File: config.mk
export PLATFORM = sky130hd
export DESIGN_NAME = i2c_target_flat
export DESIGN_NICKNAME = d
export VERILOG_FILES = /design/src/verilog/addr_match_pkg.sv /design/src/verilog/i2c_link_if.sv /design/src/verilog/i2c_target.sv /design/src/flat_wrapper.sv
export SDC_FILE = /design/constraint.sdc
export NUM_CORES = 1
export LEC_CHECK = 0
export ABC_AREA = 1
export BUFFER_PORTS_ARGS = -buffer_cell sky130_fd_sc_hd__buf_2
export CORE_ASPECT_RATIO = 0.8
export CORE_UTILIZATION = 46
export CTS_CLUSTER_SIZE = 8
export DETAILED_ROUTE_END_ITERATION = 10
export GPL_TIMING_DRIVEN = 0
export PLACE_DENSITY = 0.69
export SYNTH_ARGS = -nofsm -noshare
export SYNTH_HDL_FRONTEND = slang
export SYNTH_SLANG_ARGS = --single-unit
File: constraint.sdc
create_clock -name pclk -period 5.35 [get_ports pclk]
set_clock_uncertainty 0.2 [all_clocks]
set_input_delay 0.535 -clock pclk [delete_from_list [all_inputs] [get_ports pclk]]
set_output_delay 0.535 -clock pclk [all_outputs]
set_load 0.005 [all_outputs]
File: src/verilog/addr_match_pkg.sv
// shared constants for the serial port target and its bus-side master
package addr_match_pkg;
  // ---------------------------------------------------------------
  // register offsets (apb byte addresses)
  // ---------------------------------------------------------------
  localparam logic [7:0] OFF_CONTROL_ONE = 8'h00;
  localparam logic [7:0] OFF_CONTROL_TWO = 8'h04;
  localparam logic [7:0] OFF_ADDRESS     = 8'h08;
  localparam logic [7:0] OFF_BUFFER      = 8'h0C;
  localparam logic [7:0] OFF_STATUS      = 8'h10;
  localparam logic [7:0] OFF_FLAGS       = 8'h14;
  // ---------------------------------------------------------------
  // field positions
  // ---------------------------------------------------------------
  localparam int C1_OVERFLOW  = 6;
  localparam int C1_ENABLE    = 5;
  localparam int C1_RELEASE   = 4;
  localparam int C2_STRETCH   = 0;
  localparam int ST_UPDATE    = 1;
  localparam int ST_FULL      = 0;
  localparam int ST_RW        = 2;
  // ---------------------------------------------------------------
  // reset values
  // ---------------------------------------------------------------
  localparam logic [7:0] RST_CONTROL_ONE = 8'h10;
  localparam logic [7:0] RST_CONTROL_TWO = 8'h00;
  localparam logic [7:0] RST_ADDRESS     = 8'h00;
  // ---------------------------------------------------------------
  // mode field codes
  // ---------------------------------------------------------------
  localparam logic [3:0] MODE_SLAVE10_SP = 4'hF;
  localparam logic [3:0] MODE_SLAVE7_SP  = 4'hE;
  localparam logic [3:0] MODE_FW_MASTER  = 4'hB;
  localparam logic [3:0] MODE_MASTER     = 4'h8;
  localparam logic [3:0] MODE_SLAVE10    = 4'h7;
  localparam logic [3:0] MODE_SLAVE7     = 4'h6;
  localparam logic [4:0] TEN_BIT_HEADER  = 5'h1E;
  localparam logic [3:0] BITS_PER_BYTE   = 4'h8;
endpackage

File: src/verilog/i2c_link_if.sv
// link between the apb-side master and the serial port target
`timescale 1ns/1ps
interface i2c_link_if;
  logic        psel;
  logic        penable;
  logic        pwrite;
  logic [7:0]  paddr;
  logic [31:0] pwdata;
  logic [31:0] prdata;
  logic        pready;
  logic        pslverr;
  logic        port_irq;
  modport target (
    input  psel, penable, pwrite, paddr, pwdata,
    output prdata, pready, pslverr, port_irq
  );
  modport software (
    output psel, penable, pwrite, paddr, pwdata,
    input  prdata, pready, pslverr, port_irq
  );
endinterface

File: src/verilog/i2c_target.sv
// serial port target: address reception, match, acknowledge and masking
`timescale 1ns/1ps
// How it works
// - slave stretch bit enables receive stretching; transmit always stretches
// - master mode: bit starts Start, self-clears
// - while active, request bits cannot be set (master mode) and buffer writes ignored
// - address register: own address or baud value
// - four-bit mode field selects port mode
// - mode codes F,E,7,6,8 decoded; B is not
// - enabled i2c mode drives pins open-drain
// - slave transmitter drives data onto sda
// - flag on match; start/stop when mode allows
// - match or data byte: ack, load buffer
// - full or overflow: no ack, flag still
// - buffer read clears full; overflow by write
// - after Start shift 8 bits on scl rise
// - compare bits 7:1 (ten-bit low byte 7:0) masked at eighth fall
// - match loads, sets full, flag at ninth
// - ten-bit header 11110 a9 a8 w
// - ten-bit address bytes set update, reload clears
// - after repeated start header sets flag, full
// - 7-bit: mask bits 5:1 don't-care
// - 10-bit: mask 5:2, bit1 masks 1:0
// - software reads buffer to learn matched address
// - control two bits 5:1 are mask bits
module i2c_target
  import addr_match_pkg::*;
(
  // clock and reset
  input  wire logic       pclk,
  input  wire logic       presetn,
  // register bus
  i2c_link_if.target      bus,
  // bus pins
  input  wire logic       scl_in,
  input  wire logic       sda_in,
  output logic            scl_out,
  output logic            scl_oe,
  output logic            sda_out,
  output logic            sda_oe,
  // transmit data for slave transmitter
  input  wire logic [7:0] tx_byte
);
  typedef enum logic [3:0] {
    IDLE  = 4'b0001,
    SHIFT = 4'b0010,
    ACK   = 4'b0100,
    SEND  = 4'b1000
  } phase_e;

  typedef struct packed {
    phase_e     phase;
    logic [7:0] control_one;
    logic [7:0] control_two;
    logic [7:0] address;
    logic [7:0] buffer;
    logic [7:0] shift;
    logic [3:0] count;
    logic       full;
    logic       update;
    logic       flag;
    logic       rw;
    logic       matched;
    logic       ten_hi;
    logic       ack_drive;
    logic       scl_d;
    logic       sda_d;
    logic [7:0] tx;
    logic [2:0] start_step;
    logic [31:0] rdata;
  } state_s;

  state_s st_reg;
  state_s st_next;

  logic       scl_rise;
  logic       scl_fall;
  logic       start_seen;
  logic       stop_seen;
  logic       enabled;
  logic       is_master;
  logic       is_ten;
  logic       slave_mode;
  logic       sp_irq;
  logic       active;
  logic       wr;
  logic       rd;
  logic [4:0] mask;
  logic [7:0] care;
  logic       addr_hit;
  logic       hdr_hit;

  // ---------------------------------------------------------------
  // mode decode and edges
  // ---------------------------------------------------------------
  always_comb
  begin
    scl_rise   = scl_in & ~st_reg.scl_d;
    scl_fall   = ~scl_in & st_reg.scl_d;
    start_seen = scl_in & st_reg.sda_d & ~sda_in;
    stop_seen  = scl_in & ~st_reg.sda_d & sda_in;
    enabled    = st_reg.control_one[C1_ENABLE];
    is_master  = st_reg.control_one[3:0] == MODE_MASTER;
    is_ten     = st_reg.control_one[3:0] == MODE_SLAVE10 ||
                 st_reg.control_one[3:0] == MODE_SLAVE10_SP;
    slave_mode = is_ten || st_reg.control_one[3:0] == MODE_SLAVE7 ||
                 st_reg.control_one[3:0] == MODE_SLAVE7_SP;
    sp_irq     = st_reg.control_one[3:0] == MODE_SLAVE10_SP ||
                 st_reg.control_one[3:0] == MODE_SLAVE7_SP;
    active     = st_reg.phase != IDLE || st_reg.start_step != 3'h0;
    wr         = bus.psel & bus.penable & bus.pwrite;
    rd         = bus.psel & bus.penable & ~bus.pwrite;
    mask       = st_reg.control_two[5:1];
    // clear bits in care are don't-care
    care       = 8'hFF;
    if (is_ten)
    begin
      care[5:2] = ~mask[4:1];
      care[1:0] = {2{~mask[0]}};
    end
    else
    begin
      care[5:1] = ~mask;
    end
    // 7-bit form compares shift 7:1 with address 7:1
    addr_hit = is_ten ? (((st_reg.shift ^ st_reg.address) & care) == 8'h00)
                      : ((((st_reg.shift ^ st_reg.address) & care) & 8'hFE) == 8'h00);
    hdr_hit  = st_reg.shift[7:3] == TEN_BIT_HEADER;
  end

  // ---------------------------------------------------------------
  // next state
  // ---------------------------------------------------------------
  always_comb
  begin
    st_next         = st_reg;
    st_next.scl_d   = scl_in;
    st_next.sda_d   = sda_in;
    st_next.rdata   = 32'h0000_0000;
    // register reads
    if (bus.psel & ~bus.penable & ~bus.pwrite)
    begin
      unique case (bus.paddr)
        OFF_CONTROL_ONE: st_next.rdata = {24'h0, st_reg.control_one};
        OFF_CONTROL_TWO: st_next.rdata = {24'h0, st_reg.control_two};
        OFF_ADDRESS:     st_next.rdata = {24'h0, st_reg.address};
        OFF_BUFFER:      st_next.rdata = {24'h0, st_reg.buffer};
        OFF_STATUS:      st_next.rdata = {29'h0, st_reg.rw, st_reg.update, st_reg.full};
        OFF_FLAGS:       st_next.rdata = {31'h0, st_reg.flag};
        default:         st_next.rdata = 32'h0000_0000;
      endcase
    end
    if (rd && bus.paddr == OFF_BUFFER)
      st_next.full = 1'b0;
    if (wr)
    begin
      unique case (bus.paddr)
        OFF_CONTROL_ONE: st_next.control_one = bus.pwdata[7:0];
        OFF_CONTROL_TWO:
        begin
          // in master mode, request bits may not be set while busy
          if (active && is_master)
            st_next.control_two = {bus.pwdata[7:5],
                                   st_reg.control_two[4:0] & bus.pwdata[4:0]};
          else
            st_next.control_two = bus.pwdata[7:0];
        end
        OFF_ADDRESS:
        begin
          st_next.address = bus.pwdata[7:0];
          st_next.update  = 1'b0;
        end
        OFF_BUFFER:
        begin
          if (!active)
            st_next.tx = bus.pwdata[7:0];
        end
        OFF_FLAGS: st_next.flag = st_reg.flag & ~bus.pwdata[0];
        default: ;
      endcase
    end
    // master-mode start: pull sda while scl high, then self-clear
    if (enabled && is_master)
    begin
      if (st_reg.start_step == 3'h0 && st_reg.control_two[C2_STRETCH])
        st_next.start_step = 3'h1;
      else if (st_reg.start_step != 3'h0)
      begin
        st_next.start_step = st_reg.start_step + 3'h1;
        if (st_reg.start_step == 3'h7)
        begin
          st_next.start_step = 3'h0;
          st_next.control_two[C2_STRETCH] = 1'b0;
        end
      end
    end
    if (enabled && slave_mode && (start_seen || stop_seen) && sp_irq)
      st_next.flag = 1'b1;
    if (!enabled || !slave_mode)
      st_next.phase = IDLE;
    else if (start_seen)
    begin
      st_next.phase   = SHIFT;
      st_next.count   = 4'h0;
      st_next.matched = 1'b0;
    end
    else if (stop_seen)
      st_next.phase = IDLE;
    else
    begin
      unique case (st_reg.phase)
        IDLE: ;
        SHIFT:
        begin
          if (scl_rise)
          begin
            st_next.shift = {st_reg.shift[6:0], sda_in};
            st_next.count = st_reg.count + 4'h1;
          end
          if (scl_fall && st_reg.count == BITS_PER_BYTE)
          begin
            st_next.phase     = ACK;
            st_next.ack_drive = 1'b0;
            if (st_reg.matched || (is_ten ? (st_reg.ten_hi ? addr_hit : hdr_hit)
                                          : addr_hit))
            begin
              // the ten-bit low byte carries address bit 0, not direction
              if (!st_reg.matched && !(is_ten && st_reg.ten_hi))
                st_next.rw = st_reg.shift[0];
              if (!st_reg.full && !st_reg.control_one[C1_OVERFLOW])
              begin
                st_next.buffer    = st_reg.shift;
                st_next.full      = 1'b1;
                st_next.ack_drive = 1'b1;
              end
              else if (st_reg.full)
                st_next.control_one[C1_OVERFLOW] = 1'b1;
              if (is_ten && !st_reg.matched && (st_reg.ten_hi || !st_reg.shift[0]))
                st_next.update = 1'b1;
              // header after repeated start with read: no update
              if (is_ten && !st_reg.ten_hi && !st_reg.shift[0])
                st_next.ten_hi = 1'b1;
              else
                st_next.matched = 1'b1;
              if (is_ten && st_reg.ten_hi && !st_reg.matched)
                st_next.ten_hi = 1'b0;
            end
            else
              st_next.phase = IDLE;
          end
        end
        ACK:
        begin
          if (scl_fall)
          begin
            st_next.flag      = 1'b1;
            st_next.ack_drive = 1'b0;
            st_next.count     = 4'h0;
            if (st_reg.rw && st_reg.matched)
            begin
              st_next.phase = SEND;
              st_next.tx    = tx_byte;
              st_next.control_one[C1_RELEASE] = 1'b0; // transmit always stretches
            end
            else
            begin
              st_next.phase = SHIFT;
              if (st_reg.control_two[C2_STRETCH] && st_reg.matched && !st_reg.ten_hi)
                st_next.control_one[C1_RELEASE] = 1'b0;
            end
          end
        end
        SEND:
        begin
          if (scl_fall && st_reg.count != 4'h0)
            st_next.tx = {st_reg.tx[6:0], 1'b1};
          if (scl_rise)
            st_next.count = st_reg.count + 4'h1;
          if (scl_rise && st_reg.count == BITS_PER_BYTE)
            st_next.phase = sda_in ? IDLE : ACK; // not-ack ends transfer
        end
        default: st_next.phase = IDLE;
      endcase
    end
  end

  always_ff @(posedge pclk or negedge presetn)
  begin
    if (!presetn)
    begin
      st_reg             <= '0;
      st_reg.phase       <= IDLE;
      st_reg.control_one <= RST_CONTROL_ONE;
      st_reg.control_two <= RST_CONTROL_TWO;
      st_reg.address     <= RST_ADDRESS;
      st_reg.scl_d       <= 1'b1;
      st_reg.sda_d       <= 1'b1;
    end
    else
      st_reg <= st_next;
  end

  // ---------------------------------------------------------------
  // pins and bus answer
  // ---------------------------------------------------------------
  always_comb
  begin
    scl_out = 1'b0;
    sda_out = 1'b0;
    // stretch needs also the ten-bit update hold
    scl_oe  = enabled && (slave_mode || is_master) &&
              ((!st_reg.control_one[C1_RELEASE] && st_reg.phase != IDLE) ||
               (st_reg.update && st_reg.phase == SHIFT && st_reg.count == 4'h0) ||
               st_reg.start_step[2]);
    sda_oe  = enabled && (slave_mode || is_master) &&
              (st_reg.ack_drive || (st_reg.phase == SEND && !st_reg.tx[7]) ||
               st_reg.start_step != 3'h0);
  end

  assign bus.prdata   = st_reg.rdata;
  assign bus.pready   = 1'b1;
  assign bus.pslverr  = 1'b0;
  assign bus.port_irq = st_reg.flag;
endmodule

File: src/flat_wrapper.sv
// flat-port wrapper written by rule: the top's interface ports become plain ports
module i2c_target_flat import addr_match_pkg::*;
  (pclk, presetn, scl_in, sda_in, scl_out, scl_oe, sda_out, sda_oe, tx_byte, bus_psel, bus_penable, bus_pwrite, bus_paddr, bus_pwdata, bus_prdata, bus_pready, bus_pslverr, bus_port_irq);
  i2c_link_if bus_i ();
  input  wire logic pclk;
  input  wire logic presetn;
  input  wire logic scl_in;
  input  wire logic sda_in;
  output logic scl_out;
  output logic scl_oe;
  output logic sda_out;
  output logic sda_oe;
  input  wire logic [7:0] tx_byte;
  input wire logic [$bits(bus_i.psel)-1:0] bus_psel;
  input wire logic [$bits(bus_i.penable)-1:0] bus_penable;
  input wire logic [$bits(bus_i.pwrite)-1:0] bus_pwrite;
  input wire logic [$bits(bus_i.paddr)-1:0] bus_paddr;
  input wire logic [$bits(bus_i.pwdata)-1:0] bus_pwdata;
  output wire logic [$bits(bus_i.prdata)-1:0] bus_prdata;
  output wire logic [$bits(bus_i.pready)-1:0] bus_pready;
  output wire logic [$bits(bus_i.pslverr)-1:0] bus_pslverr;
  output wire logic [$bits(bus_i.port_irq)-1:0] bus_port_irq;
  assign bus_i.psel = bus_psel;
  assign bus_i.penable = bus_penable;
  assign bus_i.pwrite = bus_pwrite;
  assign bus_i.paddr = bus_paddr;
  assign bus_i.pwdata = bus_pwdata;
  assign bus_prdata = bus_i.prdata;
  assign bus_pready = bus_i.pready;
  assign bus_pslverr = bus_i.pslverr;
  assign bus_port_irq = bus_i.port_irq;
  i2c_target u_core (.pclk(pclk), .presetn(presetn), .bus(bus_i), .scl_in(scl_in), .sda_in(sda_in), .scl_out(scl_out), .scl_oe(scl_oe), .sda_out(sda_out), .sda_oe(sda_oe), .tx_byte(tx_byte));
endmodule
Word level (Yosys, flattened, before mapping)
Cells that the tools add are included.
- bits in registers: 100
- latch bits: 0
- memory bits (writable): 0
- memory bits (read-only): 0
- input port bits: 55
- logic and storage cells: 244
- memories: 0
- $add $sub $neg: 2
- multipliers: 0
- div/mod/pow operators: 0
- magnitude comparators: 0
- equal/unequal tests: 29
- shifts and indexed selects: 0
- multiplexer cells: 86
- bitwise logic cells: 28
- reductions and logical operators: 78
- operators by type and width (cell ; count):
    8-bit 2-to-1 mux ; 11
    4-bit 2-to-1 mux ; 14
    8-bit case mux with 6 select lines ; 1
    1-bit 2-to-1 mux ; 38
    32-bit 2-to-1 mux ; 1
    1-bit logical AND ; 28
    8-bit zero test ; 3
    23-bit 2-to-1 mux ; 1
    7-bit AND reduction ; 3
    4-bit equality test (second input constant) ; 5
    3-bit 2-to-1 mux ; 6
    6-bit AND reduction ; 3
    8-bit by 4-bit equality test with 1-bit output (second input constant) ; 2
    8-bit by 5-bit equality test with 1-bit output (second input constant) ; 2
    4-bit case mux with 4 select lines ; 1
    8-bit case mux with 2 select lines ; 1
    5-bit by 1-bit != test with 1-bit output (second input constant) ; 3
    1-bit logical OR ; 14
    7-bit 2-to-1 mux ; 2
    1-bit bitwise AND ; 12
    4-bit by 3-bit equality test with 1-bit output (second input constant) ; 3
    4-bit case mux with 3 select lines ; 1
    2-bit nonzero test ; 6
    11-bit 2-to-1 mux ; 1
    27 further kinds ; 61

Depth between registers and ports, before layout
Gate-level depths: netlist of run 1.
- word-level depth: 15
- depth in mapped cells: 13

Worst setup path before layout of run 1
No wires, ideal clock.
- kind: register to output
- from: reg u_core.st_reg[89] in the netlist's numbering
- to: out sda_oe
- data arrival time: 1178 ps
- slack: 3437 ps
- cell stages (with the launch flop): 6
- path buffers: 0
- cells stage by stage: dfrtp_1 -> inv_1 -> nand2_1 -> nor4_1 -> o32ai_1 -> inv_1
- longest elaborated chain between the ends: 7
- elaborated cells on any way between the ends: 11
- RTL lines (item ; line ; text):
    start, declared ; i2c_target.sv:73 ; state_s st_reg;
    start signal, assigned ; i2c_target.sv:300 ; st_reg <= st_next;
    4-bit by 3-bit equality test with 1-bit output / 4-bit equality test (equally long branches) ; i2c_target.sv:104, i2c_target.sv:105 ;
    1-bit logical OR ; i2c_target.sv:104 ; is_ten = st_reg.control_one[3:0] == MODE_SLAVE10 ||
    1-bit logical OR (2 in series) ; i2c_target.sv:106 ; slave_mode = is_ten || st_reg.control_one[3:0] == MODE_SLAVE7 ||
    1-bit logical OR (*) ; i2c_target.sv:315 ; sda_oe = enabled && (slave_mode || is_master) &&
    1-bit logical AND (*) (2 in series) ; i2c_target.sv:315 ;
    end, declared ; flat_wrapper.sv:12 ; output logic sda_oe;
Mark *: on every way between the ends. The rest lies on a longest branch, timed or not.

Final worst setup path of run 1
Same ends and word-level chain as after synthesis.

==> results of run 1 <==
## final timing paths
kind                                         from           endpoint  slack (ns)  cells past startpoint
worst min-delay path                       sda_in  u_core.st_reg[43]        0.12                      1
max in group asynchronous                 presetn  u_core.st_reg[92]        3.96                      3
worst min register to register  u_core.st_reg[87]  u_core.st_reg[87]        0.29                      2
worst max-delay path            u_core.st_reg[89]             sda_oe        2.49                      6
worst max register to register  u_core.st_reg[32]     u_core.mask[1]        3.12                      7
min in group asynchronous                 presetn  u_core.st_reg[39]        0.40                      2
## metal layers
| layer | part of all wire [%] | up-vias | wire (um) | GRT usage, % |
|---|---|---|---|---|
| li1 | - | 2137 | - | - |
| met1 | 48 | 2029 | 6010 | 37.3 |
| met2 | 44 | 166 | 5550 | 39.2 |
| met3 | 7.1 | 10 | 896 | 4.10 |
| met4 | 0.90 | 0 | 113 | 5.95 |
| met5 | 0 | - | 0 | 0 |
## report_power, final
part / internal, mW / switching [mW] / total (mW) / leakage (nW)
Combinational: 0.0642 / 0.125 / 0.189 / 1.68
Sequential: 0.595 / 0.0133 / 0.608 / 0.970
Clock: 0.447 / 0.239 / 0.686 / 0.162
## placed cells by master (no fill, tap or decap), types with 3 or more instances in the layout
| cell | instances |
|---|---|
| sky130_fd_sc_hd__nor2_1 | 40 |
| sky130_fd_sc_hd__clkbuf_1 | 3 |
| sky130_fd_sc_hd__o21ai_1 | 11 |
| sky130_fd_sc_hd__dfrtp_1 | 72 |
| sky130_fd_sc_hd__nand2_1 | 155 |
| sky130_fd_sc_hd__dfstp_2 | 4 |
| sky130_fd_sc_hd__clkbuf_8 | 3 |
| sky130_fd_sc_hd__nand2_2 | 3 |
| sky130_fd_sc_hd__o21ai_2 | 8 |
| sky130_fd_sc_hd__nand3_1 | 58 |
| sky130_fd_sc_hd__o22ai_1 | 4 |
| sky130_fd_sc_hd__buf_2 | 43 |
| sky130_fd_sc_hd__conb_1 | 28 |
| sky130_fd_sc_hd__o21ai_0 | 47 |
| sky130_fd_sc_hd__ha_1 | 5 |
| sky130_fd_sc_hd__a22oi_1 | 5 |
| sky130_fd_sc_hd__inv_1 | 92 |
| sky130_fd_sc_hd__nor2_4 | 4 |
| sky130_fd_sc_hd__nand4_1 | 14 |
| sky130_fd_sc_hd__nor3_1 | 6 |
| sky130_fd_sc_hd__a21oi_1 | 19 |
| sky130_fd_sc_hd__clkbuf_16 | 9 |
| sky130_fd_sc_hd__xnor2_1 | 3 |
| sky130_fd_sc_hd__nand3b_1 | 7 |
| sky130_fd_sc_hd__o31ai_1 | 4 |
| sky130_fd_sc_hd__buf_4 | 38 |
## worst reg2reg max path, stage by stage, from the launching register on
cell and delay, ns:
sky130_fd_sc_hd__dfrtp_1 0.35, sky130_fd_sc_hd__inv_1 0.07, sky130_fd_sc_hd__ha_1 0.20, sky130_fd_sc_hd__nand2_1 0.19, sky130_fd_sc_hd__nor2_1 0.10, sky130_fd_sc_hd__buf_2 0.19
sky130_fd_sc_hd__o21ai_0 0.61, sky130_fd_sc_hd__a22oi_1 0.17
## through the flow
| stage | power, mW | worst slack [ns] |
|---|---|---|
| CTS | 1.49 | 2.50 |
| detailed placement | 0.803 | 2.88 |
| floorplan | 0.737 | 3.44 |
| global placement | 0.796 | 2.89 |
| finish | 1.48 | 2.49 |
| global route | 1.54 | 2.32 |
## cells by family after synthesis
kind of cell	Yosys count	share of synthesized area, %
xor+xnor	5	0.935
simple gates	298	29.7
other cells	2	0.160
flops	76	40.7
buf+inv	137	14.2
compound gates	105	12.9
fa+ha+maj	5	1.34
## area by class of cell
cell class / instances / area (um2)
Fill cell: 924 / 4240
Sequential cell: 76 / 1910
Timing Repair Buffer: 43 / 245
Tap cell: 136 / 170
Clock buffer: 13 / 270
Clock inverter: 3 / 67.6
Inverter: 94 / 353
Multi-Input combinational cell: 441 / 2210
Buffer: 43 / 312
==> reports/summary.log, run 1 <==
qor: power.power_density 268 nW/um2
qor: final_layout.final_layout_size_suffix_gt1_share 18.0%
qor: sta.max_freq 349 MHz
qor: synthesis.netlist-cell-type-count 42
qor: synthesis.synth-edff-count 0
qor: final_layout.syn2layout_area_growth 18.2%
qor: worst_setup_path.most_repeated_library_cell_on_the_critical_path sky130_fd_sc_hd__inv_1
qor: die.std_cell_rows 32
qor: synthesis.synthArstFlopShare 100%
qor: worst_setup_path.critPathKind reg2out
qor: run.cap_violations 0
qor: min_path.worst_hold_path_type in2reg
qor: worst_setup_path.worstPathCellList inv_1 -> nand2_1 -> nor4_1 -> o32ai_1 -> inv_1 -> buf_2
qor: sta.rsz0062_at_grt no
qor: worst_setup_path.timing.critical_path.to_type output port
qor: power.power.ir.vdd_worst 0.206 mV
qor: clock_network.numClockSinks 76
qor: die.placeableCoreArea 9770 um2
qor: synthesis.area_of_the_mapped_netlist 4680 um2
qor: synthesis.synthFlopType sky130_fd_sc_hd__dfrtp_1
qor: clock_network.clkLatencyLatePin 0.34 ns
qor: detailed_routing.avgViaCountPerCell 5.11
qor: synthesis.synth_top_area_cell sky130_fd_sc_hd__dfrtp_1
qor: clock_network.cts_hold_buffers 1
qor: sta.report.final.slew_viol_count 0
qor: placement.dpl.hpwl 9620 um
qor: sta.relSlewSlack 29.7%
qor: worst_setup_path.cpLargestDelayFamily simple AND/OR/NAND/NOR gates
qor: final_layout.n_antenna_cell 0
qor: detailed_routing.num_vias 4342
qor: power.total_leakage_power 2.81 nW
qor: global_route.grt_antenna_before_repair 0
qor: placement.total_of_buffers_placed_on_input_and_output_ports 41
qor: detailed_routing.initialDrtViolationCount 360
qor: final_layout.final_core_utilization 56.6%
qor: sta.timing.final.setup_violations 0
qor: outcome.status finished, final reports clean
qor: global_route.global_route.usage.total 25.5%
qor: clock_network.clock_buffer_depth 2
qor: global_route.aggregate_global_routing_overflow 0
qor: placement.post-place-cells 832
qor: sta.final_period_minus_worst_setup_slack 2.86 ns
qor: synthesis.ys_top_cells_by_count sky130_fd_sc_hd__nand2_1 (155), sky130_fd_sc_hd__inv_1 (92), sky130_fd_sc_hd__dfrtp_1 (72)
qor: final_layout.largest_reg_flops 61
qor: clock_network.htreeDepth 3
qor: synthesis.synth.top_cells.by_area sky130_fd_sc_hd__dfrtp_1 (38%), sky130_fd_sc_hd__nand2_1 (12%), sky130_fd_sc_hd__inv_1 (7.4%)
qor: synthesis.synth_most_common_cell sky130_fd_sc_hd__nand2_1
qor: worst_setup_path.worst-path-buf-inv 3
qor: sta.max_slew.worst_pin.slew 1.05 ns
qor: clock_network.cts-root-buf sky130_fd_sc_hd__clkbuf_16
qor: final_layout.finalNonFillerCells 849
qor: final_layout.layout.nets 768
qor: sta.post-route-period-util 53.5%
qor: worst_setup_path.cp.arrival 2.13 ns
qor: worst_setup_path.critical-path-max-stage-delay 0.79 ns
qor: synthesis.ys.warnings.count 0
qor: sta.timing.hold.ws 0.121 ns
qor: synthesis.post_synth.cell_area_avg 7.46 um2
qor: detailed_routing.wire_per_inst 14.8 um
qor: clock_network.post_cts.resized_instances 0
qor: synthesis.sequential_share_of_the_synthesized_area 40.7%
qor: synthesis.synthesis.instances 628
qor: sta.fin_setup_tns 0 ns
qor: detailed_routing.detail_route.first_pass.iterations 5
qor: detailed_routing.remaining_drc_errors 0
qor: worst_setup_path.critical_path.startpoint_type flip-flop
qor: placement.gp_congestion 0.964
qor: die.fp.dieH 92.3 um
qor: clock_network.cts.clk_slew.worst_paths 0.06 ns
qor: worst_setup_path.crit_path_top_delay_cell sky130_fd_sc_hd__nor4_1
qor: detailed_routing.wirelength 12600 um
qor: final_layout.design_area 5530 um2
qor: global_route.pin_count_of_the_biggest_net_entering_global_routing 63
qor: clock_network.numCtsBuffers 9
qor: die.io_pins 94
qor: synthesis.ys_seq_elements 76
qor: detailed_routing.drt.antenna.violating_nets 0
qor: worst_setup_path.worst-path-max-fanout 6
qor: die.start_util 47.9%
qor: clock_network.cts.repair_timing.setup_buffer_count 0
qor: worst_setup_path.worst-endpoint-required 4.62 ns
qor: clock_network.cts_tree built
qor: sta.finalHoldViolations 0
qor: placement.area_post_placement 5190 um2
qor: global_route.grt_pass1_vias 4051
qor: die.die_w 115 um
qor: synthesis.synth_top_cell_area_share 38.5%
qor: global_route.wire_length_of_the_first_global_routing_pass 20500 um
qor: die.die-area 10600 um2
Power figures use the tool's default switching activity.
==> inputs of run 2 (changes only) <==
--- a/config.mk
+++ b/config.mk
@@ -5,14 +5,14 @@
 export SDC_FILE = /design/constraint.sdc
 export NUM_CORES = 1
 export LEC_CHECK = 0
-export ABC_AREA = 1
+export ABC_AREA = 0
 export BUFFER_PORTS_ARGS = -buffer_cell sky130_fd_sc_hd__buf_2
 export CORE_ASPECT_RATIO = 0.8
 export CORE_UTILIZATION = 46
 export CTS_CLUSTER_SIZE = 8
 export DETAILED_ROUTE_END_ITERATION = 10
 export GPL_TIMING_DRIVEN = 0
-export PLACE_DENSITY = 0.69
+export PLACE_DENSITY = 0.71
 export SYNTH_ARGS = -nofsm -noshare
 export SYNTH_HDL_FRONTEND = slang
 export SYNTH_SLANG_ARGS = --single-unit
==> constraint.sdc (replaced) <==
create_clock -name pclk -period 2.44 [get_ports pclk]
set_clock_uncertainty 0.2 [all_clocks]
set_input_delay 0.244 -clock pclk [delete_from_list [all_inputs] [get_ports pclk]]
set_output_delay 0.244 -clock pclk [all_outputs]
set_load 0.005 [all_outputs]
==> run 2 against run 1 <==
Against the previous run:
- combinational power grew 12%
- final cell count fell by 18%
- largest cell class unchanged
- clock power is 130% higher
- power rose by 110%
- largest power group unchanged
- core utilization grew 2.5 points
- sequential cell count is the same
- die area is 0.92% lower
- non-clock buffer count up 23
==> reports/summary.log, run 2 <==
qor: worst_setup_path.r2r_end u_core.st_reg[71]
qor: detailed_routing.wirelength 12300 um
qor: synthesis.ys.warnings.count 0
qor: clock_network.cts.clk_slew.worst_paths 0.06 ns
qor: synthesis.sequential_share_of_the_synthesized_area 41.1%
qor: sta.final_period_minus_worst_setup_slack 2.41 ns
qor: min_path.hold_end u_core.st_reg[91]
qor: synthesis.synth_simple_gate_area_share 17.5%
qor: sta.max_freq 414 MHz
qor: synthesis.synth-compound-area-share 16.3%
qor: placement.placement.setup.worst_slack -0.287 ns
qor: sta.timing.final.setup_violations 0
qor: synthesis.synthesis.instances 457
qor: power.total_leakage_power 2.67 nW
qor: global_route.grt_pass1_vias 3784
qor: final_layout.n_antenna_cell 0
qor: final_layout.largest_reg_flops 61
qor: final_layout.layout.cells.most_common sky130_fd_sc_hd__dfrtp_1
qor: die.io_pins 94
qor: global_route.wire_length_of_the_first_global_routing_pass 19500 um
qor: detailed_routing.initialDrtViolationCount 371
qor: detailed_routing.avgViaCountPerCell 5.71
qor: synthesis.netlist-cell-type-count 72
qor: sta.timing.hold.ws 0.0135 ns
qor: synthesis.dominant_combinational_cell_family_by_area_after_synthesis simple AND/OR/NAND/NOR gates
qor: placement.gp_congestion 0.907
qor: sta.post_route_worst_setup_slack 0.0251 ns
qor: global_route.global_route.usage.total 24.5%
qor: sta.rsz0062_at_grt yes
qor: power.power_density 534 nW/um2
qor: synthesis.area_of_the_mapped_netlist 4640 um2
qor: sta.report.final.slew_viol_count 0
qor: placement.total_of_buffers_placed_on_input_and_output_ports 39
qor: sta.fin_setup_tns 0 ns
qor: synthesis.synthArstFlopShare 100%
qor: power.power.ir.vdd_worst 0.303 mV
qor: global_route.pin_count_of_the_biggest_net_entering_global_routing 63
qor: clock_network.cts_tree built
qor: worst_setup_path.worst-r2r-setup-slack 0.10 ns
qor: clock_network.clkLatencyLatePin 0.34 ns
qor: run.cap_violations 0
qor: worst_setup_path.worst-path-max-fanout 7
qor: clock_network.clock_buffer_depth 2
qor: synthesis.synth_top_cell_area_share 38.8%
qor: global_route.aggregate_global_routing_overflow 0
qor: synthesis.synthMuxAreaShare 13.1%
qor: synthesis.synth.top_cells.by_area sky130_fd_sc_hd__dfrtp_1 (39%), sky130_fd_sc_hd__mux2_2 (8.7%), sky130_fd_sc_hd__buf_4 (6.0%)
qor: die.fp.dieH 91.8 um
qor: worst_setup_path.worst-endpoint-required 2.00 ns
qor: synthesis.ys_top_cells_by_count sky130_fd_sc_hd__dfrtp_1 (72), sky130_fd_sc_hd__buf_4 (37), sky130_fd_sc_hd__mux2_2 (36)
qor: global_route.grt_antenna_before_repair 0
qor: min_path.hold_path.startpoint bus_pwdata[3]
qor: clock_network.cts-root-buf sky130_fd_sc_hd__clkbuf_16
qor: clock_network.numCtsBuffers 9
qor: worst_setup_path.critical_path.startpoint_type flip-flop
qor: power.design_power_total 3.07 mW
qor: min_path.worstHoldPathCells 2
qor: synthesis.synth_top_area_cell sky130_fd_sc_hd__dfrtp_1
qor: sta.max_slew.worst_pin.slew 0.605 ns
qor: synthesis.adder_cell_area_share_of_the_yosys_netlist 1.35%
qor: final_layout.layout.cells.most_common_list sky130_fd_sc_hd__dfrtp_1 (72), sky130_fd_sc_hd__buf_4 (45), sky130_fd_sc_hd__buf_2 (43), sky130_fd_sc_hd__mux2_2 (36), sky130_fd_sc_hd__nor2_1 (33)
qor: worst_setup_path.cp.arrival 1.97 ns
qor: final_layout.layout.nets 611
qor: worst_setup_path.critPathKind reg2out
qor: sta.post-route-period-util 99.0%
qor: final_layout.design_area 5750 um2
qor: detailed_routing.drt.antenna.violating_nets 0
qor: placement.dpl.hpwl 8750 um
qor: sta.finalHoldViolations 0
qor: clock_network.numClockSinks 76
qor: outcome.status finished, final reports clean
qor: sta.relSlewSlack 59.7%
qor: worst_setup_path.crit_path_start u_core.st_reg[98]
qor: worst_setup_path.ff2ff_path_depth 5
qor: die.die-area 10500 um2
qor: worst_setup_path.crit-reg2reg-launch u_core.st_reg[90]
qor: die.placeableCoreArea 9730 um2
qor: placement.area_post_placement 5130 um2
qor: synthesis.synth_most_common_cell sky130_fd_sc_hd__dfrtp_1
qor: detailed_routing.num_vias 3952
qor: synthesis.post_synth.cell_area_avg 10.2 um2
qor: detailed_routing.wire_per_inst 17.7 um
qor: min_path.worst_hold_path_type in2reg
qor: synthesis.synth-edff-count 0
qor: die.std_cell_rows 32
qor: final_layout.final_layout_size_suffix_gt1_share 32.9%
qor: synthesis.ys_seq_elements 76
qor: detailed_routing.remaining_drc_errors 0
qor: detailed_routing.detail_route.first_pass.iterations 5
qor: synthesis.post_synth_xor_area_fraction 1.70%
qor: worst_setup_path.timing.critical_path.to_type output port
qor: die.die_w 114 um
qor: final_layout.syn2layout_area_growth 23.9%
qor: clock_network.htreeDepth 3
qor: die.start_util 47.7%
qor: synthesis.synthFlopType sky130_fd_sc_hd__dfrtp_1
## run 2: cell types whose count changed in the layout (fill, tap and decap cells not counted), moves of 9 or more
cell                      delta
sky130_fd_sc_hd__o21ai_0    -17
sky130_fd_sc_hd__mux2i_1     +9
sky130_fd_sc_hd__inv_1      -80
sky130_fd_sc_hd__mux2_2     +36
sky130_fd_sc_hd__o21ai_1    -11
sky130_fd_sc_hd__nand2_1   -135
sky130_fd_sc_hd__nand3_1    -42
## run 2: where the power goes
| part | switching (mW) | internal, mW | leakage, nW | total [mW] |
|---|---|---|---|---|
| combinational | 0.119 | 0.0922 | 1.48 | 0.212 |
| sequential | 0.0124 | 1.27 | 1.02 | 1.29 |
| clock | 0.542 | 1.03 | 0.170 | 1.57 |
| total | 0.674 | 2.40 | 2.67 | 3.07 |
## run 2: what timing repair did
| action | 4_1_cts | 5_1_grt |
|---|---|---|
| hold buffers | 9 | 0 |
| endpoints found under the setup margin | 23 | 24 |
| buffers inserted | 0 | 8 |
| hold endpoints to repair | 83 | 0 |
| gates resized for setup | 8 | 15 |
| pin swaps | 0 | 3 |
## run 2: worst max path at each step
| stage | slack, ns | to |
|---|---|---|
| 5_1_grt | -0.02 | u_core.st_reg[41] |
| 3_5_place_dp | -0.29 | u_core.mask[2] |
| 6_report | 0.03 | sda_oe |
| 2_1_floorplan | 0.30 | u_core.st_reg[96] |
| 4_1_cts | 0.006 | u_core.st_reg[71] |
| 3_3_place_gp | -0.29 | u_core.mask[3] |
## run 2: cells by family after synthesis
kind of cell,after synthesis
buf+inv,64
mux,50
xor+xnor,9
simple gates,142
other cells,2
fa+ha+maj,5
flops,76
compound gates,109
## run 2: layer usage
layer	track usage, %	routed length (um)
met2	37.1	5680
met5	0	0
met4	8.77	314
met1	33.6	5370
met3	6.48	914
## run 2: area by class of cell
class                           count  area (um2)
Multi-Input combinational cell    343        2540
Clock buffer                       11         243
Clock inverter                      5         108
Fill cell                         810        3980
Inverter                           12        45.0
Sequential cell                    76        1910
Buffer                             52         368
Timing Repair Buffer               57         373
Tap cell                          136         170
## run 2: worst max-delay path, stage by stage, from the launching register on
cell and delay (ns):
sky130_fd_sc_hd__dfrtp_1 0.40, sky130_fd_sc_hd__buf_6 0.14, sky130_fd_sc_hd__or4b_4 0.57, sky130_fd_sc_hd__buf_8 0.16
sky130_fd_sc_hd__nor2_4 0.07, sky130_fd_sc_hd__nor3_2 0.04, sky130_fd_sc_hd__a21oi_2 0.12, sky130_fd_sc_hd__buf_2 0.13
## run 2: per-stage QoR
step	util, %	std cells
3_5_place_dp	52.8	659
4_1_cts	57.9	684
2_1_floorplan	-	483
3_3_place_gp	52.4	658
5_1_grt	59.1	692
6_report	59.1	692
==> inputs of run 3 (changes only) <==
--- a/config.mk
+++ b/config.mk
@@ -6,12 +6,14 @@
 export NUM_CORES = 1
 export LEC_CHECK = 0
 export ABC_AREA = 0
+export ABC_CLOCK_PERIOD_IN_PS = 2440
 export BUFFER_PORTS_ARGS = -buffer_cell sky130_fd_sc_hd__buf_2
 export CORE_ASPECT_RATIO = 0.8
 export CORE_UTILIZATION = 46
 export CTS_CLUSTER_SIZE = 8
 export DETAILED_ROUTE_END_ITERATION = 10
 export GPL_TIMING_DRIVEN = 0
+export MAX_ROUTING_LAYER = met4
 export PLACE_DENSITY = 0.71
 export SYNTH_ARGS = -nofsm -noshare
 export SYNTH_HDL_FRONTEND = slang
==> run 3 against run 2 <==
Against the previous run:
- the run now ends with negative hold slack left
- via count shrank 1.7%
- clock-buffer cell count is the same
- die area is the same
- highest routed layer unchanged
==> reports/summary.log, run 3 (synthesis results as in run 2) <==
qor: outcome.status complete, but fails checks
qor: outcome.violations negative hold slack
qor: final_layout.final_layout_size_suffix_gt1_share 31.8%
qor: worst_setup_path.timing.critical_path.to_type flip-flop
qor: die.placeableCoreArea 9730 um2
qor: detailed_routing.initialDrtViolationCount 472
qor: clock_network.htreeDepth 3
qor: die.io_pins 94
qor: sta.post-route-period-util 97.7%
qor: detailed_routing.wire_per_inst 17.5 um
qor: worst_setup_path.critPathKind reg2reg
qor: run.cap_violations 0
qor: final_layout.largest_reg_flops 61
qor: detailed_routing.remaining_drc_errors 0
qor: final_layout.n_antenna_cell 0
qor: final_layout.syn2layout_area_growth 21.4%
qor: global_route.grt_antenna_before_repair 0
qor: die.die_w 114 um
qor: detailed_routing.num_vias 3884
qor: placement.dpl.hpwl 8660 um
qor: worst_setup_path.worst-path-max-fanout 10
qor: global_route.pin_count_of_the_biggest_net_entering_global_routing 65
qor: worst_setup_path.worst-r2r-setup-slack 0.06 ns
qor: die.std_cell_rows 32
qor: worst_setup_path.worst-endpoint-required 2.45 ns
qor: sta.rsz0062_at_grt yes
qor: final_layout.n_fill_cell 837
qor: clock_network.cts_tree built
qor: worst_setup_path.cp.arrival 2.39 ns
qor: final_layout.finalNonFillerCells 686
qor: die.start_util 47.7%
qor: sta.final_period_minus_worst_setup_slack 2.38 ns
qor: worst_setup_path.crit-reg2reg-launch u_core.st_reg[98]
qor: sta.timing.hold.ws -0.00216 ns
qor: clock_network.clock_buffer_depth 2
qor: final_layout.layout.nets 606
qor: sta.timing.final.setup_violations 0
qor: sta.finalHoldViolations 1
qor: min_path.worst_hold_path_type in2reg
qor: power.total_leakage_power 2.61 nW
qor: sta.max_freq 419 MHz
qor: min_path.hold_path.startpoint bus_pwdata[1]
qor: power.power.ir.vdd_worst 0.282 mV
qor: detailed_routing.detail_route.first_pass.iterations 5
qor: clock_network.cts-root-buf sky130_fd_sc_hd__clkbuf_16
qor: die.fp.dieH 91.8 um
qor: placement.post-place-cells 659
qor: worst_setup_path.critical_path.startpoint_type flip-flop
qor: sta.report.final.slew_viol_count 0
qor: global_route.aggregate_global_routing_overflow 0
qor: global_route.grt_pass1_vias 3619
qor: clock_network.numCtsBuffers 9
qor: global_route.global_route.usage.total 24.3%
qor: final_layout.layout.cells.most_common_list sky130_fd_sc_hd__dfrtp_1 (72), sky130_fd_sc_hd__buf_2 (43), sky130_fd_sc_hd__buf_4 (43), sky130_fd_sc_hd__mux2_2 (36), sky130_fd_sc_hd__nor2_1 (33)
qor: placement.gp_congestion 0.888
qor: power.power_density 502 nW/um2
qor: global_route.wire_length_of_the_first_global_routing_pass 18900 um
qor: die.die-area 10500 um2
qor: clock_network.clkLatencyLatePin 0.34 ns
qor: detailed_routing.avgViaCountPerCell 5.66
qor: detailed_routing.drt.antenna.violating_nets 0
qor: clock_network.cts.clk_slew.worst_paths 0.06 ns
qor: clock_network.numClockSinks 76
qor: sta.max_slew.worst_pin.slew 0.664 ns
qor: final_layout.design_area 5630 um2
qor: final_layout.layout.cells.most_common sky130_fd_sc_hd__dfrtp_1
qor: placement.total_of_buffers_placed_on_input_and_output_ports 39
qor: sta.relSlewSlack 55.8%
qor: placement.area_post_placement 5130 um2
qor: worst_setup_path.crit_path_start u_core.st_reg[98]
qor: detailed_routing.wirelength 12000 um
[run 3: where the power goes]
part           switching (mW)  leakage [nW]  internal, mW
Clock                   0.519         0.138         0.812
Sequential             0.0121          1.02          1.27
Combinational           0.122          1.45        0.0912
Total                   0.653          2.61          2.18
[run 3: timing repair]
item | in CTS | in global routing
cloned | 0 | 0
setup buffers | 0 | 5
resized for setup | 9 | 9
setup endpoints to repair | 23 | 24
pin swaps | 0 | 4
endpoints found under the hold margin | 82 | 0
hold buffers | 8 | 0
[run 3: metrics by stage]
stage               setup slack (ns)  utilization [%]  setup TNS (ns)  power, mW  hold WS, ns
floorplan                      0.298                -               0       1.41       -0.252
global placement              -0.251             52.4           -1.53       1.49        0.177
detailed placement            -0.258             52.8           -2.30       1.50      -0.0769
CTS                          0.00786             57.1               0       2.84      0.00297
global route                 -0.0345             57.9         -0.0624       2.91       0.0152
finish                        0.0558             57.9               0       2.83     -0.00216
[run 3: per-layer routing]
metal / part of all wire, % / GRT usage [%]
met4: 1.1 / 6.06
met2: 47 / 37.3
met3: 6.3 / 4.43
met5: 0 / -
met1: 46 / 33.3
[run 3: critical path, cell delays in order, from the launching register on]
cell and delay (ns):
sky130_fd_sc_hd__dfrtp_1 0.39, sky130_fd_sc_hd__buf_6 0.15, sky130_fd_sc_hd__or4b_4 0.60, sky130_fd_sc_hd__nor3_2 0.53, sky130_fd_sc_hd__o21ai_0 0.17, sky130_fd_sc_hd__o21ai_0 0.10
sky130_fd_sc_hd__o22ai_1 0.11
[run 3: worst paths after layout]
check	end	cells past startpoint
min in group asynchronous	u_core.st_reg[41]	2
max	u_core.st_reg[41]	6
min	u_core.mask[0]	3
min reg2reg	u_core.st_reg[45]	2
max reg2reg	u_core.st_reg[41]	6
max in group asynchronous	u_core.st_reg[92]	3
[run 3: final cells by class]
type                       count  area [um2]  share of cell area [%]
multi-input combinational    343        2520                    44.8
sequential                    76        1910                    33.9
buffer                        51         353                    6.27
timing repair buffer          53         343                    6.09
clock buffer                  11         243                    4.31
tap                          136         170                    3.02
clock inverter                 4        50.0                   0.889
inverter                      12        45.0                   0.800
